[src/rtl/elcol_pkg.sv]
// elcol_pkg: shared constants for the electroluminescent column driver
// assumes a single 10 MHz system clock and synchronous active-low reset
package elcol_pkg;
  localparam int unsigned STAGE_COUNT   = 32;
  localparam int unsigned SYNC_DEPTH    = 2;
  localparam logic        STAGE_RESET   = 1'h0;
  localparam logic [31:0] LATCH_RESET   = 32'h0000_0000;
  localparam int unsigned CLK_PERIOD_NS = 100;
  // maximum shift clock rate, in kHz, and least latch strobe width, in ns
  localparam int unsigned MAX_SHIFT_KHZ = 6250;
  localparam int unsigned MIN_STROBE_NS = 80;
  // cycles of sys_clk a strobe must span: least time, rounded up, at least 1
  localparam int unsigned MIN_STROBE_CYC =
    ((MIN_STROBE_NS + CLK_PERIOD_NS - 1) / CLK_PERIOD_NS) < 1 ? 1 :
    ((MIN_STROBE_NS + CLK_PERIOD_NS - 1) / CLK_PERIOD_NS);
endpackage

[src/rtl/elcol_driver.sv]
// elcol_driver: 32-channel column driver, shift register, hold latches, gates
// assumes controller pins are asynchronous to sys_clk and slower than it
// each input pin but sys_clk_in and reset_n_in passes a two-flop synchroniser before any logic reads it
// reset is synchronous and clears stages, latches and outputs to low
// a pin level must last two sys_clk periods or it may be missed
// the serial output is stage 32 itself, so a cascade adds no delay
// the electrode outputs trail the pins by three to five sys_clk edges
// limitation: the pin shift clock ceiling is set by sys_clk, not the pin
// REVERSE_ORDER only remaps the outputs; shifting is the same in both
// no registers are reachable by software
`timescale 1ns/100ps
`default_nettype none
module elcol_driver
#(
  parameter bit REVERSE_ORDER = 1'b0
)
(
  input  wire logic        sys_clk_in,
  input  wire logic        reset_n_in,
  input  wire logic        shift_clk_in,
  input  wire logic        serial_data_in,
  input  wire logic        latch_transfer_strobe_in,
  input  wire logic        output_enable_in,
  output logic             serial_data_out,
  output logic [31:0]      electrode_outputs_out
);
  ////////////////////////////////////////////////////////////////////////////
  logic        clk_s;
  logic        data_s;
  logic        strobe_s;
  logic        oe_s;
  logic        clk_d;
  logic        shift_edge;
  logic [31:0] shift_stages;
  logic [31:0] hold_latches;
  logic [31:0] next_outputs;
  logic [31:0] next_shift_stages;
  logic [31:0] next_hold_latches;

  ////////////////////////////////////////////////////////////////////////////
  // a rise is a high sample that follows a low one
  function automatic logic elcol_rise
  (
    input logic cur,
    input logic prev
  );
    return cur & ~prev;
  endfunction

  // stage 1 takes the new bit, every other stage its lower neighbour
  function automatic logic [31:0] elcol_shift_in
  (
    input logic [31:0] v,
    input logic        b
  );
    return {v[elcol_pkg::STAGE_COUNT-2:0], b};
  endfunction

  // disabled outputs are driven low, never left floating
  function automatic logic [31:0] elcol_gate
  (
    input logic [31:0] v,
    input logic        en
  );
    return en ? v : elcol_pkg::LATCH_RESET;
  endfunction

  // data is synchronised alongside the clock so they keep their relation;
  // limitation: pin clock must be well below sys_clk/2 (MAX_SHIFT_KHZ, 6250, lies above 5000)
  // shift clock pin
  elcol_sync u_sync_clk
  (
    .sys_clk_in (sys_clk_in),
    .reset_n_in (reset_n_in),
    .async_in   (shift_clk_in),
    .sync_out   (clk_s)
  );

  elcol_sync u_sync_data
  (
    .sys_clk_in (sys_clk_in),
    .reset_n_in (reset_n_in),
    .async_in   (serial_data_in),
    .sync_out   (data_s)
  );

  elcol_sync u_sync_strobe
  (
    .sys_clk_in (sys_clk_in),
    .reset_n_in (reset_n_in),
    .async_in   (latch_transfer_strobe_in),
    .sync_out   (strobe_s)
  );

  elcol_sync u_sync_oe
  (
    .sys_clk_in (sys_clk_in),
    .reset_n_in (reset_n_in),
    .async_in   (output_enable_in),
    .sync_out   (oe_s)
  );

  ////////////////////////////////////////////////////////////////////////////
  // previous shift clock level for the rise detector; it resets low, the
  // idle level of the pin, so no false rise follows reset
  always_ff @(posedge sys_clk_in)
  begin
    if (!reset_n_in)
    begin
      clk_d <= elcol_pkg::STAGE_RESET;
    end
    else
    begin
      clk_d <= clk_s;
    end
  end

  assign shift_edge = elcol_rise(clk_s, clk_d);

  ////////////////////////////////////////////////////////////////////////////
  // 32 shift stages
  always_comb
  begin
    next_shift_stages = shift_stages;
    if (shift_edge)
    begin
      next_shift_stages = elcol_shift_in(shift_stages, data_s);
    end
  end

  always_ff @(posedge sys_clk_in)
  begin
    if (!reset_n_in)
    begin
      shift_stages <= elcol_pkg::LATCH_RESET;
    end
    else
    begin
      shift_stages <= next_shift_stages;
    end
  end

  assign serial_data_out = shift_stages[elcol_pkg::STAGE_COUNT-1];

  ////////////////////////////////////////////////////////////////////////////
  // transparent hold latches
  // modelled as a clocked follower; a true latch would dodge timing checks
  // trade-off: while open the latches trail the stages by one clock
  always_comb
  begin
    next_hold_latches = hold_latches;
    if (strobe_s)
    begin
      next_hold_latches = shift_stages;
    end
  end

  always_ff @(posedge sys_clk_in)
  begin
    if (!reset_n_in)
    begin
      hold_latches <= elcol_pkg::LATCH_RESET;
    end
    else
    begin
      hold_latches <= next_hold_latches;
    end
  end

  ////////////////////////////////////////////////////////////////////////////
  function automatic logic [31:0] elcol_reverse(input logic [31:0] v);
    logic [31:0] r;
    r = '0;
    for (int i = 0; i < elcol_pkg::STAGE_COUNT; i++)
    begin
      r[i] = v[elcol_pkg::STAGE_COUNT-1-i];
    end
    return r;
  endfunction

  always_comb
  begin
    next_outputs = elcol_gate(hold_latches, oe_s);
    if (REVERSE_ORDER)
    begin
      next_outputs = elcol_reverse(next_outputs);
    end
  end

  // data outputs registered to avoid glitches on the electrode pins
  always_ff @(posedge sys_clk_in)
  begin
    if (!reset_n_in)
    begin
      electrode_outputs_out <= elcol_pkg::LATCH_RESET;
    end
    else
    begin
      electrode_outputs_out <= next_outputs;
    end
  end
endmodule
`default_nettype wire

[src/rtl/elcol_sync.sv]
// elcol_sync: two-flop synchroniser for one asynchronous pin
// assumes the pin is stable long compared to a sys_clk period
`timescale 1ns/100ps
`default_nettype none
module elcol_sync
(
  input  wire logic sys_clk_in,
  input  wire logic reset_n_in,
  input  wire logic async_in,
  output logic      sync_out
);
  logic meta;

  // meta feeds sync_out only; nothing else reads it
  always_ff @(posedge sys_clk_in)
  begin
    if (!reset_n_in)
    begin
      meta     <= elcol_pkg::STAGE_RESET;
      sync_out <= elcol_pkg::STAGE_RESET;
    end
    else
    begin
      meta     <= async_in;
      sync_out <= meta;
    end
  end
endmodule
`default_nettype wire

[config.mk]
export PLATFORM = sky130hd
export DESIGN_NAME = elcol_driver
export DESIGN_NICKNAME = d
export VERILOG_FILES = /design/src/rtl/elcol_pkg.sv /design/src/rtl/elcol_driver.sv /design/src/rtl/elcol_sync.sv
export SDC_FILE = /design/constraint.sdc
export NUM_CORES = 1
export LEC_CHECK = 0
export BUFFER_PORTS_ARGS = -buffer_cell sky130_fd_sc_hd__clkbuf_2
export CAP_MARGIN = 20
export CORE_ASPECT_RATIO = 0.7
export CORE_MARGIN = 1
export CORE_UTILIZATION = 55
export DETAILED_ROUTE_END_ITERATION = 8
export PLACE_DENSITY = 0.79
export SLEW_MARGIN = 20
export SYNTH_ARGS = -nofsm -noshare
export SYNTH_HDL_FRONTEND = slang
export SYNTH_SLANG_ARGS = --single-unit
[constraint.sdc]
create_clock -name sys_clk_in -period 2.11 [get_ports sys_clk_in]
set_input_delay 0.1055 -clock sys_clk_in [delete_from_list [all_inputs] [get_ports sys_clk_in]]
set_output_delay 0.1055 -clock sys_clk_in [all_outputs]
set_load 0.01 [all_outputs]
# After elaboration in Yosys (flattened, before gate mapping)
# Index checks and enable logic that the tools add are counted.
# word_totals
ram_bits,0
latch_bits,0
n_memories,0
rom_bits,0
ff_bits,105
output_inout_bits,33
in_bits,6
# op_classes
n_mux,0
add_sub_neg,0
n_reduce_logical,1
eq_ne,0
multipliers,0
bitwise_logic,2
shift,0
div_mod_pow,0
order_cmp,0
# ops
operator,count
$reduce_and A2 Y1,1
$and A1 B1 Y1,1
$not A1 Y1,1

# Depth between registers and ports, before layout
# Gate-level depths: netlist (run 1).
# logic_depth
word_depth,2
mapped_depth,4
depth_no_buf,2

# By module
# A second synthesis (run 1) with hierarchy kept.
# unflattened
hier_cells,298
hier_area_um2,3574.7
# by_module_without_submodules
mod,cells_each,seq_area_each_um2,n_inst,area_each_um2
elcol_driver,282,1941.9,1,3364.5
elcol_sync,4,40.0,4,52.6

# Worst setup path before layout (run 1)
# No wires, ideal clock.
# synth_path
path_kind,register to register
startpoint,reg u_sync_strobe.sync_out
endpoint,reg hold_latches[21]
arrival_time_ns,0.844
stages_incl_launch_ff,5
setup_slack_ns,1.150
t_required_ns,1.994
period_less_slack_ns,0.960
cell_sequence,dfxtp_1 > buf_4 > buf_4 > mux2i_1 > nor2b_1
# synth_lines
item,line,rtl
"start, declared",elcol_sync.sv:10,output logic sync_out
"start signal, assigned",elcol_sync.sv:20,sync_out <= elcol_pkg::STAGE_RESET;
"start signal, assigned",elcol_sync.sv:25,sync_out <= meta;
"end signal, assigned",elcol_driver.sv:162,hold_latches <= elcol_pkg::LATCH_RESET;
"end signal, assigned",elcol_driver.sv:166,hold_latches <= next_hold_latches;
"end, declared",elcol_driver.sv:35,logic [31:0] hold_latches;

# Worst setup path in the final report (run 1)
# layout_path
startpoint,reg u_sync_clk.sync_out
endpoint,reg shift_stages[24]
# layout_between
elab_chain_len,1
# layout_lines
item,line,rtl
"start, declared",elcol_sync.sv:10,
"start signal, assigned",elcol_sync.sv:20,
"start signal, assigned",elcol_sync.sv:25,
$and A1 B1 Y1,elcol_driver.sv:47,return cur & ~prev;
"end signal, assigned",elcol_driver.sv:135,shift_stages <= elcol_pkg::LATCH_RESET;
"end signal, assigned",elcol_driver.sv:139,shift_stages <= next_shift_stages;
"end, declared",elcol_driver.sv:34,logic [31:0] shift_stages;
# Every way passes these cells.
# A chain may end at the register's enable or synchronous reset.

==> flow_summary_export.csv, run 1 <==
group,metric,value,unit
routing,wl_per_cell,12.8,um
floorplan,die_area,6680,um2
routing,drt_iter0_markers,47,
synth,synth_top_area_cell,"dfxtp_1",
grt,use_met3,6.75,%
final_layout,nets,338,
critical_path,cp_cell_sequence,"nor2b_4 > buf_12 > mux2i_1",
clocking,cts_setup_buffers,0,
sta,finalHoldViolCount,0,
sta,slew_headroom,34.7,%
critical_path,crit_type,"flip-flop to flip-flop",
place,gp_congestion,0.721,
floorplan,io-pin-count,39,
floorplan,core,5930,um2
floorplan,rows,23,
clocking,cts.sinks,105,
clocking,root_buffer,"clkbuf_8",
synth,yosys-top-cells-area,"dfxtp_1, mux2i_1, nor2b_1",
final_layout,areaGrowthSynthToFinish,13.4,%
final_layout,final_layout_size_suffix_gt1_share,17.2,%
floorplan,start_util,58.9,%
sta,finalSetupTns,0,ns
run_status,status,"finished, final reports clean",
critical_path,crit_path_top_delay_cell,"nor2b_4",
critical_path,cp-end-kind,"flip-flop",
critical_path,critPathRequiredTime,2.39,ns
grt,met1_usage,19.2,%
worst_hold_path,hold_class,"input port to flip-flop",
synth,synth-seq-cells,105,
sta,grt_setup_unrepaired,"no",
sta,slew_viol_final,0,
job,cap_violations,0,
clocking,cts_max_path_buffers,2,
place,placed_area,3680,um2
sta,min_period,1.35,ns
grt,grt_usage,17.0,%
grt,grt_pass1_vias,1887,
clocking,cts_tree,"built",
grt,grt_pass1_wl,8690,um
worst_hold_path,hold_depth,4,
synth,synth_top_area_share,60.2,%
final_layout,diodes,0,
place,port_buffers,38,
critical_path,crit_fanout,19,
synth,syn_inst,298,
critical_path,critical-path-top-delay-family,"simple AND/OR/NAND/NOR gates",
critical_path,critical_path_arrival,1.64,ns
clocking,clk_latency,0.36,ns
sta,timing.fmax,738,MHz
grt,top_usage_layer,"met2",
routing,ant_nets,0,
critical_path,startpoint_type,"flip-flop",
synth,seq_area_frac_synth,60.2,%
synth,synthDistinctLibCells,12,
critical_path,slowest_delay,0.47,ns
clocking,cts_inserted_buffers,9,
clocking,htree_levels,3,
critical_path,path_buf_inv,1,
routing,drc_errors,0,
grt,grt-ovfl-total,0,
routing,drt_first_pass_iters,4,
grt,antenna_found_initial,0,
synth,synth_nets,304,
sta,min_period_over_period,64.2,%
critical_path,crit_cells,3,
critical_path,r2r_cells,3,
power_and_ir_drop,leakage,1.61,nW
routing,num_vias,2039,
power_and_ir_drop,ir_drop,0.000527,V
sta,tightest_slew,0.978,ns
grt,grt_use_met2,30.5,%
floorplan,fp.dieH,68.7,um
power_and_ir_drop,p_per_area,889,nW/um2
sta,finClkSkew,0.0172,ns
place,dp_hpwl,3180,um
routing,viasPerCell,4.95,
grt,grt_max_degree,107,
floorplan,die_x,97.3,um
synth,synth_area,3490,um2
synth,syn_avg_cell_area,11.7,um2
clocking,clk_pin_slew_worst_paths,0.09,ns
final_layout,final_area,3960,um2
synth,yosys_warnings,0,
sta,setup_viol,0,
routing,routed_wl,5290,um
stage by stage:
step	total power [mW]	worst slack (ns)	utilization (%)	hold slack, ns	instances
3_3_place_gp	2.14	0.810	62.1	0.312	392
6_report	3.52	0.755	66.9	0.268	412
5_1_grt	3.65	0.659	66.9	0.280	412
4_1_cts	3.55	0.744	66.9	0.267	412
3_5_place_dp	2.14	0.771	62.1	0.316	392
2_1_floorplan	2.13	1.15	-	0.233	298
layout by cell type (no fill, tap or decap):
master         synthesis  layout
dfxtp_1              105     104
mux2i_1               64      64
clkbuf_2               1      38
nand2_1               33      33
nor2b_1               33      32
and3_1                32      32
and2_1                 9       9
clkbuf_8               0       9
dlygate4sd3_1          0       4
bufinv_16              0       3
buf_12                 0       3
clkinvlp_4             0       2
nor2b_4                0       1
inv_6                  0       1
clkbuf_1               8       1
dfxtp_2                0       1
worst register-to-register path, cell delays in order (launching register included):
cell,delay (ns)
dfxtp_1,0.33
nor2b_4,0.47
buf_12,0.26
mux2i_1,0.23
logic make-up (layout without fill, tap and decap cells):
group,after synthesis,after routing,synth area share (%)
buffers and inverters,22,61,4.73
muxes,64,64,18.3
and+or+nand+nor,107,107,16.8
DFF,105,105,60.2
metal layers:
layer	vias up	routed length (um)	share of wire, %
met5	-	0	0
met4	0	26	0.49
met3	2	208	3.9
met2	28	2500	47
met1	958	2560	48
li1	1051	-	-
synth_stat cells:
cell type,n
nor2b_1,33
nand2_1,33
mux2i_1,64
buf_8,2
and2_1,9
clkbuf_2,1
dfxtp_1,105
and3_1,32
buf_2,2
clkbuf_1,8
buf_4,3
buf_6,6
area by class of cell:
type | count | area, um2
clock inverters | 6 | 114
repair buffers | 45 | 290
well taps | 75 | 93.8
flip-flops and latches | 105 | 2100
multi-input cells | 171 | 1230
fillers | 468 | 1960
clock buffers | 10 | 128
power breakdown:
part	leakage [nW]	switching, mW	internal [mW]
sequential	0.847	0.0143	1.99
clock	0.113	0.636	0.792
combinational	0.653	0.0448	0.0473
final timing paths:
| path | end | slack (ns) | startpoint |
|---|---|---|---|
| max | shift_stages[24] | 0.76 | u_sync_clk.sync_out |
| min | shift_stages[31] | 0.27 | reset_n_in |
| max reg2reg | shift_stages[24] | 0.76 | u_sync_clk.sync_out |
| min reg2reg | u_sync_clk.sync_out | 0.44 | u_sync_clk.meta |
registers in the layout, summed over array words and instances, names as in the netlist:
name,cells
u_sync_clk.meta,1
hold_latches,32
u_sync_strobe.meta,1
clk_d,1
u_sync_oe.sync_out,1
u_sync_strobe.sync_out,1
u_sync_data.meta,1
electrode_outputs_out,32
u_sync_clk.sync_out,1
u_sync_oe.meta,1
u_sync_data.sync_out,1
shift_stages,32
what timing repair did:
item | 4_1_cts | 5_1_grt
gates resized for setup | 0 | 0
hold endpoints to repair | 4 | 0
hold buffers | 4 | 0
Note: power is estimated with default switching activity, not from simulation.
==> run 2: changes to the inputs <==
==> constraint.sdc (replaced) <==
create_clock -name sys_clk_in -period 1.3 [get_ports sys_clk_in]
set_input_delay 0.065 -clock sys_clk_in [delete_from_list [all_inputs] [get_ports sys_clk_in]]
set_output_delay 0.065 -clock sys_clk_in [all_outputs]
set_load 0.01 [all_outputs]
==> run 2 against run 1 <==
  * Cell count is 0.49% higher
  * Count of clock-buffer cells in the layout is 1 lower
  * Non-clock buffer count is 2 higher
  * Largest power group unchanged
  * Critical endpoint is now shift_stages[18]
  * Global-route usage hardly changed
  * Power is 48% higher
  * Sequential share of layout area is 0.85 points higher
  * Sequential power is 62% higher
  * Wire length is 4.1% lower
  * Fmax is 24% higher
  * Critical path depth stayed put
  * Clock skew is 0.0056 ns lower
  * Critical path type unchanged
  * Utilization is 1.0 points lower
==> flow_summary_export.csv, run 2 (synthesized netlist as in run 1, its figures left out) <==
group,metric,value,unit
run_status,status,"finished, final reports clean",
final_layout,layout.cells.most_common,"dfxtp_1",
grt,grt_use_met2,27.4,%
floorplan,rows,23,
final_layout,reg_top3,"electrode_outputs_out: 32 flops, hold_latches: 32 flops, shift_stages: 32 flops",
routing,wl_per_cell,12.3,um
power_and_ir_drop,share_comb_of_total_power,3.1,%
grt,grt_usage,16.9,%
place,gp_congestion,0.693,
sta,finalHoldViolCount,0,
sta,finalSetupTns,0,ns
floorplan,die_area,6680,um2
clocking,cts_max_path_buffers,2,
sta,tightest_slew,0.503,ns
critical_path,critPathLaunch,"u_sync_clk.sync_out",
clocking,clk_latency,0.36,ns
critical_path,ff2ff_setup_slack,0.21,ns
power_and_ir_drop,switching_power,1.19,mW
floorplan,io-pin-count,39,
clocking,root_buffer,"clkbuf_8",
sta,grt_setup_unrepaired,"no",
final_layout,diodes,0,
clocking,cts_inserted_buffers,9,
routing,drt_iter0_markers,85,
power_and_ir_drop,leakage,1.59,nW
clocking,cts.sinks,105,
critical_path,critPathRequiredTime,1.59,ns
place,dp_hpwl,3030,um
clocking,clk_pin_slew_worst_paths,0.10,ns
routing,drc_errors,0,
final_layout,final_layout_size_suffix_gt1_share,18.3,%
floorplan,core,5930,um2
critical_path,crit_type,"flip-flop to flip-flop",
critical_path,crit_fanout,16,
critical_path,startpoint_type,"flip-flop",
grt,met1_usage,21.1,%
power_and_ir_drop,internal_power,4.02,mW
critical_path,cp-end-kind,"flip-flop",
sta,finClkSkew,0.0116,ns
place,port_buffers,38,
routing,ant_nets,0,
sta,slew_viol_final,0,
clocking,htree_levels,3,
power_and_ir_drop,sw_frac_of_total,22.9,%
critical_path,crit_path_top_delay_cell,"dfxtp_1",
grt,grt_pass1_vias,1907,
critical_path,slowest_delay,0.34,ns
grt,grt-ovfl-total,0,
routing,num_vias,2000,
final_layout,nets,340,
worst_hold_path,hold_start,"reset_n_in",
power_and_ir_drop,ir_drop,0.000790,V
floorplan,die_x,97.3,um
grt,antenna_found_initial,0,
power_and_ir_drop,p_per_area,1330,nW/um2
final_layout,layout_common_cells,"dfxtp_1, mux2i_1, clkbuf_2",
grt,grt_max_degree,107,
clocking,cts_tree,"built",
critical_path,r2r-start,"u_sync_clk.sync_out",
final_layout,fill_cells,477,
routing,routed_wl,5070,um
sta,min_period,1.09,ns
power_and_ir_drop,seqPwrFrac,62.2,%
grt,use_met3,6.65,%
routing,drt_first_pass_iters,4,
sta,slew_headroom,66.5,%
floorplan,start_util,58.9,%
power_and_ir_drop,clock_power_share,34.7,%
sta,setup_viol,0,
job,cap_violations,0,
routing,viasPerCell,4.83,
critical_path,critical_path_arrival,1.38,ns
sta,min_period_over_period,84.0,%
grt,grt_pass1_wl,8720,um
worst_hold_path,hold_class,"input port to flip-flop",
grt,top_usage_layer,"met2",
final_layout,areaGrowthSynthToFinish,11.7,%
sta,timing.fmax,916,MHz
critical_path,cp_cell_sequence,"nor2b_4 > buf_4 > mux2i_1",
power_and_ir_drop,total_power,5.21,mW
floorplan,fp.dieH,68.7,um
-- run 2: through the flow --
stage | instances | cell area (um2) | worst slack [ns] | util, % | hold WS (ns)
after floorplan | 298 | 3490 | 0.340 | - | 0.192
after global placement | 394 | 3680 | 0.123 | 62.2 | 0.273
after detailed placement | 394 | 3680 | 0.0395 | 62.2 | 0.276
after CTS | 414 | 3900 | 0.0190 | 65.8 | 0.216
after global routing | 414 | 3900 | 0.150 | 65.9 | 0.231
final | 414 | 3900 | 0.208 | 65.9 | 0.226
-- run 2: layer usage --
metal	vias up	part of all wire [%]
li1	1060	-
met5	-	0
met3	2	4.0
met1	909	52
met4	0	0.49
met2	29	44
-- run 2: timing repair --
action                                 4_1_cts  5_1_grt
gates resized for setup                      0        1
setup buffers                                0        0
setup endpoints to repair                    0       32
hold buffers                                 4        0
endpoints found under the hold margin        4        0
-- run 2: layout make-up --
type / instances / area, um2 / area share (%)
multi-input combinational: 171 / 1230 / 31.6
timing repair buffer: 47 / 293 / 7.50
tap: 75 / 93.8 / 2.40
clock buffer: 9 / 124 / 3.17
sequential: 105 / 2100 / 53.9
clock inverter: 7 / 53.8 / 1.38
-- run 2: power groups by stage --
stage / Combinational, mW / Sequential [mW] / Clock [mW]
finish: 0.160 / 3.24 / 1.81
CTS: 0.161 / 3.24 / 1.87
global route: 0.171 / 3.24 / 2.00
detailed placement: 0.151 / 3.32 / 0
global placement: 0.151 / 3.31 / 0
floorplan: 0.146 / 3.30 / 0
-- run 2: final timing paths --
kind	endpoint	cells past startpoint
worst max-delay path	shift_stages[18]	3
worst min-delay path	hold_latches[2]	3
worst max register to register	shift_stages[18]	3
worst min register to register	u_sync_data.sync_out	1
-- run 2: critical path, delay by kind of cell (launching register included) --
| kind | cells | cell delay [ns] |
|---|---|---|
| simple gates | 1 | 0.16 |
| mux | 1 | 0.22 |
| buf+inv | 1 | 0.29 |
| flops | 1 | 0.34 |
